`config.mk`:
```
export PLATFORM = sky130hd
export DESIGN_NAME = tim_group_ctrl
export DESIGN_NICKNAME = d
export VERILOG_FILES = /design/src/logic/tim_pkg.sv /design/src/logic/tim_bypass.sv /design/src/logic/tim_group_ctrl.sv
export VERILOG_INCLUDE_DIRS = /design/src /design/src/logic
export SDC_FILE = /design/constraint.sdc
export NUM_CORES = 1
export LEC_CHECK = 0
export ABC_AREA = 1
export BUFFER_PORTS_ARGS = -buffer_cell sky130_fd_sc_hd__buf_2
export CAP_MARGIN = 20
export CORE_MARGIN = 10
export CORE_UTILIZATION = 50
export DETAILED_ROUTE_END_ITERATION = 12
export PLACE_DENSITY = 0.72
export SYNTH_ARGS = -nofsm -noshare
export SYNTH_HDL_FRONTEND = slang
export SYNTH_SLANG_ARGS = --single-unit
```
`constraint.sdc`:
```
create_clock -name clk -period 1.2 [get_ports clk]
set_input_delay 0.18 -clock clk [delete_from_list [all_inputs] [get_ports clk]]
set_output_delay 0.18 -clock clk [all_outputs]
set_load 0.01 [all_outputs]
```
`src/logic/tim_regs.svh`:
```
// constants for the tone interrupt mask and group power control
// Notes on behaviour
// - global mask set blocks every group 0 tone interrupt; clear lets them through
// - global masking never stops detection; detectors run whenever group power is not off
// - only group 0 holds the global mask bit; other groups lack it
// - canceller B mask set blocks that group's B tone interrupt; clear passes it
// - masked B detector keeps detecting; only its interrupt is suppressed
`ifndef TIM_REGS_SVH
`define TIM_REGS_SVH
`define TIM_PCM_W        8
`define TIM_PCM_RST      8'hFF
`define TIM_BYP_DELAY    2
`define TIM_INIT_FRAMES  2
`define TIM_CTRL_RST     8'h00
`endif

```
`src/logic/tim_pkg.sv`:
```
// types for the tone interrupt mask and group power control
`include "tim_regs.svh"
package tim_pkg;
    typedef logic [`TIM_PCM_W-1:0] tim_pcm_t;
    typedef enum logic [2:0]
    {
        TIM_OFF  = 3'b001,
        TIM_INIT = 3'b010,
        TIM_RUN  = 3'b100
    } tim_pwr_t;
endpackage

```
`src/logic/tim_bypass.sv`:
```
// two-frame pcm bypass delay line
`timescale 1ns/100ps
`include "tim_regs.svh"
module tim_bypass
(
    // clock and reset
    input  wire logic              clk,
    input  wire logic              rst_n,
    // frame and data
    input  wire logic              frame_tick,
    input  wire tim_pkg::tim_pcm_t pcm_in,
    output tim_pkg::tim_pcm_t      pcm_out
);
    import tim_pkg::*;
    typedef struct packed
    {
        tim_pcm_t [`TIM_BYP_DELAY:0] stage;
    } tim_byp_state_t;
    tim_byp_state_t st;
    tim_byp_state_t next_st;
    always_comb
    begin
        next_st = st;
        if (frame_tick)
        begin
            next_st.stage[0] = pcm_in;
            for (int i = 1; i <= `TIM_BYP_DELAY; i++)
            begin
                next_st.stage[i] = st.stage[i-1];
            end
        end
    end
    always_ff @(posedge clk)
    begin
        if (!rst_n)
        begin
            st <= '{stage: {(`TIM_BYP_DELAY+1){`TIM_PCM_RST}}};
        end
        else
        begin
            st <= next_st;
        end
    end
    // word captured in frame k leaves in frame k+2
    assign pcm_out = st.stage[`TIM_BYP_DELAY];
endmodule // tim_bypass

```
`src/logic/tim_group_ctrl.sv`:
```
// tone interrupt masking and power control for one canceller group
`timescale 1ns/100ps
`include "tim_regs.svh"
module tim_group_ctrl
#(
    parameter bit IS_GROUP0 = 1'b1
)
(
    // clock and reset
    input  wire logic              clk,
    input  wire logic              rst_n,
    // control bits
    input  wire logic              global_tone_irq_mask,
    input  wire logic              canceller_a_tone_irq_mask,
    input  wire logic              canceller_b_tone_irq_mask,
    input  wire logic              group_power_on,
    // tone detector events from the cancellers
    input  wire logic              tone_det_a,
    input  wire logic              tone_det_b,
    // pcm frame and data
    input  wire logic              frame_tick,
    input  wire tim_pkg::tim_pcm_t recv_pcm_in,
    input  wire tim_pkg::tim_pcm_t send_pcm_in,
    input  wire tim_pkg::tim_pcm_t recv_pcm_proc,
    input  wire tim_pkg::tim_pcm_t send_pcm_proc,
    output tim_pkg::tim_pcm_t      recv_pcm_out,
    output tim_pkg::tim_pcm_t      send_pcm_out,
    // detector and canceller control
    output logic                   tone_det_a_status,
    output logic                   tone_det_b_status,
    output logic                   tone_irq,
    output logic                   cancellers_enable,
    output logic                   group_init,
    output logic                   coef_clear,
    output logic                   global_mask_active
);
    import tim_pkg::*;
    ////////////////////////////////////////////////////////////////////////////
    typedef struct packed
    {
        logic     sync_a1;
        logic     sync_a2;
        logic     sync_b1;
        logic     sync_b2;
        logic     det_a;
        logic     det_b;
        logic     irq;
        logic     pwr_prev;
        logic     gmask;
        logic     enable;
        logic     init;
        logic     clear;
        logic [1:0] init_cnt;
        tim_pwr_t pwr;
        tim_pcm_t recv_out;
        tim_pcm_t send_out;
    } tim_state_t;
    tim_state_t st;
    tim_state_t next_st;
    tim_pcm_t   recv_byp;
    tim_pcm_t   send_byp;
    ////////////////////////////////////////////////////////////////////////////
    // power-down bypass paths
    tim_bypass u_recv_byp
    (
        .clk        (clk),
        .rst_n      (rst_n),
        .frame_tick (frame_tick),
        .pcm_in     (recv_pcm_in),
        .pcm_out    (recv_byp)
    );
    tim_bypass u_send_byp
    (
        .clk        (clk),
        .rst_n      (rst_n),
        .frame_tick (frame_tick),
        .pcm_in     (send_pcm_in),
        .pcm_out    (send_byp)
    );
    ////////////////////////////////////////////////////////////////////////////
    always_comb
    begin
        next_st = st;
        next_st.sync_a1 = tone_det_a;
        next_st.sync_a2 = st.sync_a1;
        next_st.sync_b1 = tone_det_b;
        next_st.sync_b2 = st.sync_b1;
        // only group 0 carries the global mask
        next_st.gmask = IS_GROUP0 ? global_tone_irq_mask : 1'b0;
        // detection status runs whatever the masks say
        next_st.det_a = st.sync_a2 & (st.pwr != TIM_OFF);
        next_st.det_b = st.sync_b2 & (st.pwr != TIM_OFF);
        next_st.irq = ~st.gmask
                    & ((st.det_b & ~canceller_b_tone_irq_mask)
                    | (st.det_a & ~canceller_a_tone_irq_mask));
        next_st.pwr_prev = group_power_on;
        next_st.init = 1'b0;
        next_st.clear = 1'b0;
        case (st.pwr)
            TIM_OFF:
            begin
                if (group_power_on && !st.pwr_prev)
                begin
                    next_st.pwr = TIM_INIT;
                    next_st.init = 1'b1;
                    next_st.clear = 1'b1;
                    next_st.init_cnt = 2'(`TIM_INIT_FRAMES);
                end
            end
            TIM_INIT:
            begin
                if (!group_power_on)
                begin
                    next_st.pwr = TIM_OFF;
                end
                else if (frame_tick)
                begin
                    if (st.init_cnt == 2'h1)
                    begin
                        next_st.pwr = TIM_RUN;
                    end
                    next_st.init_cnt = st.init_cnt - 2'h1;
                end
            end
            TIM_RUN:
            begin
                if (!group_power_on)
                begin
                    next_st.pwr = TIM_OFF;
                end
            end
            default:
            begin
                next_st.pwr = TIM_OFF;
            end
        endcase
        next_st.enable = (next_st.pwr == TIM_RUN);
        if (st.pwr == TIM_RUN)
        begin
            next_st.recv_out = recv_pcm_proc;
            next_st.send_out = send_pcm_proc;
        end
        else
        begin
            next_st.recv_out = recv_byp;
            next_st.send_out = send_byp;
        end
    end
    always_ff @(posedge clk)
    begin
        if (!rst_n)
        begin
            st <= '{pwr: TIM_OFF, recv_out: `TIM_PCM_RST, send_out: `TIM_PCM_RST,
                    init_cnt: 2'h0, default: 1'b0};
        end
        else
        begin
            st <= next_st;
        end
    end
    ////////////////////////////////////////////////////////////////////////////
    assign recv_pcm_out       = st.recv_out;
    assign send_pcm_out       = st.send_out;
    assign tone_det_a_status  = st.det_a;
    assign tone_det_b_status  = st.det_b;
    assign tone_irq           = st.irq;
    assign cancellers_enable  = st.enable;
    assign group_init         = st.init;
    assign coef_clear         = st.clear;
    assign global_mask_active = st.gmask;
endmodule // tim_group_ctrl

```
==> flow_metrics.tcl <==
set metrics [dict create \
    dpl.cell_count 484 \
    tightest_slew_ps 453 \
    cap_viol_max_count 0 \
    drt_wl_total_um 5590 \
    synthTopCellsByArea "dfxtp_1, nand2_1, nand3_1, buf_4, inv_1" \
    insertion_delay_ps 330 \
    clockBufferDepth 2 \
    grt.overflow.total 0 \
    drv_slew 0 \
    yosysTopAreaCell "dfxtp_1" \
    grt_pass1_wl_um 9540 \
    grt_usage_pct 11.8 \
    switchingPower_mw 1.21 \
    place_hpwl_um 3860 \
    nets 462 \
    grt_pass1_vias 2164 \
    design.core.area_um2 5850 \
    hold_violations 0 \
    synth_flop_cell "dfxtp_1" \
    fillers 554 \
    synth_cell_types 21 \
    worstSetupPathType "reg2reg" \
    endpoint_kind "flip-flop" \
    syn-num-nets 420 \
    cts_hold_buf 0 \
    post_cts_buffers 0 \
    synthToLayoutAreaGrowth_pct 13.9 \
    status "completed" \
    switching_share_pct 23.2 \
    die_height_um 97.2 \
    rows 28 \
    ys_seq_area_share_pct 53.7 \
    path_clk_slew_ps 70 \
    gp_congestion 0.799 \
    drtIter0Drc 122 \
    period_minus_slack_ps 1100 \
    arrival_ps 1330 \
    grt_antenna_before_repair 0 \
    p_leak_nw 1.78 \
    io_buffers 63 \
    post_dp_cell_area_um2 3210 \
    num_vias 2372 \
    dieArea_um2 9450 \
    ys_ff_latch 80 \
    synthTopCellsByCount "nand2_1, dfxtp_1, nand3_1, buf_4, inv_1" \
    setup_viol 0 \
    cts.sinks 80 \
    layoutNonFillerInstCount 499 \
    synth_enable_flop_cells 0 \
    seq_power_share_pct 55.2 \
    drc 0 \
    syn_area_um2 2980 \
    clkPwrFrac_pct 35.8 \
    max_freq_ghz 0.910 \
    skew_ps 3.88 \
    ant_nets 0 \
    async_flop_share_pct 0 \
    fin_crit_sh_pct 91.6 \
    cp-start-kind "flip-flop" \
    combinationalPowerShare_pct 9.0 \
    fin_setup_tns_ps 0 \
    synthCells 378 \
    cts_root_buffer "clkbuf_8" \
    cts_tree "built" \
    synth.most_common_cell "nand2_1" \
    drt_pass1_iterations 5 \
    avgSynthCellArea_um2 7.88 \
    finish.instance_area_um2 3390 \
    die_w_um 97.2 \
    required_ps 1430 \
    power.density_nw_per_um2 1540 \
    initial_utilization_pct 50.9 \
    drive_gt1_share_pct 21.0 \
    hp-class "in2reg" \
    numCtsBuffers 9 \
    synth_top_area_share_pct 53.7 \
    cp_max_fo 3 \
    io_pins 64 \
    yosysWarnings 0 \
    rsz0062_at_grt "false" \
    htreeDepth 3 \
    vias_per_cell 4.75 \
    grt_max_degree 50 \
    cts_resized 0 \
    wl_per_cell_um 11.2 \
    relSlewSlack_pct 69.8 \
    insertedDiodeCount 0 \
    p_int_mw 4.01 \
    ir_drop_mv 0.968 \
]
[placed cells by master, fill, tap and decap left out, drive strengths merged]
cell,instances
a21oi,2
and3,2
buf,69
bufinv,1
clkbuf,11
clkinv,3
dfxtp,80
ha,1
inv,21
nand2,148
nand3,74
nand4,1
nor2,9
o21ai,1
o22ai,1
[worst paths after layout]
kind | startpoint | to | slack, ps | depth (start not counted)
setup / recovery | st[18] | cancellers_enable | 100 | 4
hold / removal | tone_det_a | next_st[31] | 20 | 3
setup reg to reg | st[18] | cancellers_enable | 100 | 4
hold reg to reg | global_mask_active | tone_irq | 410 | 1
[final cells by class]
class | count | area, um^2 | area share, %
clock buffers | 11 | 141 | 4.17
clock inverters | 4 | 45.0 | 1.33
inverters | 21 | 83.8 | 2.47
multi-input cells | 239 | 1040 | 30.7
flip-flops and latches | 80 | 1600 | 47.2
well taps | 75 | 93.8 | 2.77
repair buffers | 69 | 385 | 11.4
[power groups by stage]
stage                     clock network [mW]  logic [mW]  registers [mW]
after CTS                               1.93       0.477            2.88
after global routing                    2.04       0.543            2.90
after detailed placement                   0       0.474            2.94
final                                   1.87       0.469            2.88
after global placement                     0       0.465            2.93
after floorplan                            0       0.351            2.93
[cell families (layout without fill, tap and decap cells)]
logic type / count (synthesis) / count (layout) / synth area share [%]
buf+inv: 59 / 105 / 11.3
simple gates: 234 / 234 / 33.8
fa+ha+maj: 1 / 1 / 0.420
flops: 80 / 80 / 53.7
compound gates: 4 / 4 / 0.714
[registers in the layout, summed over array words and instances (netlist names)]
register,cells
tone_det_a_status,1
next_st,2
cancellers_enable,1
tone_irq,1
global_mask_active,1
tone_det_b_status,1
u_send_byp.st,16
recv_pcm_out,8
u_recv_byp.pcm_out,8
st,8
u_recv_byp.st,16
u_send_byp.pcm_out,8
send_pcm_out,8
group_init,1
[worst max-delay path, cell delays in order, from the launching register on]
cell and delay, ps:
dfxtp_1 440, inv_1 110, nand2_1 150, nand3_1 120
and3_1 180
[metal layers]
| layer | track usage (%) | routed length (um) |
|---|---|---|
| met1 | 14.0 | 2730 |
| met2 | 18.1 | 2380 |
| met3 | 4.41 | 386 |
| met4 | 6.36 | 94 |
| met5 | 0 | 0 |
[stage by stage]
stage / total power, mW / util (%) / setup WS (ps) / hold slack, ps
global route: 5.48 / 58.0 / 10.9 / 25.0
finish: 5.22 / 58.0 / 101 / 21.8
detailed placement: 3.41 / 54.8 / 109 / 365
floorplan: 3.28 / - / 184 / 278
CTS: 5.28 / 58.0 / 94.6 / 5.25
global placement: 3.40 / 54.8 / 133 / 361
(Power assumes the default switching activity.)
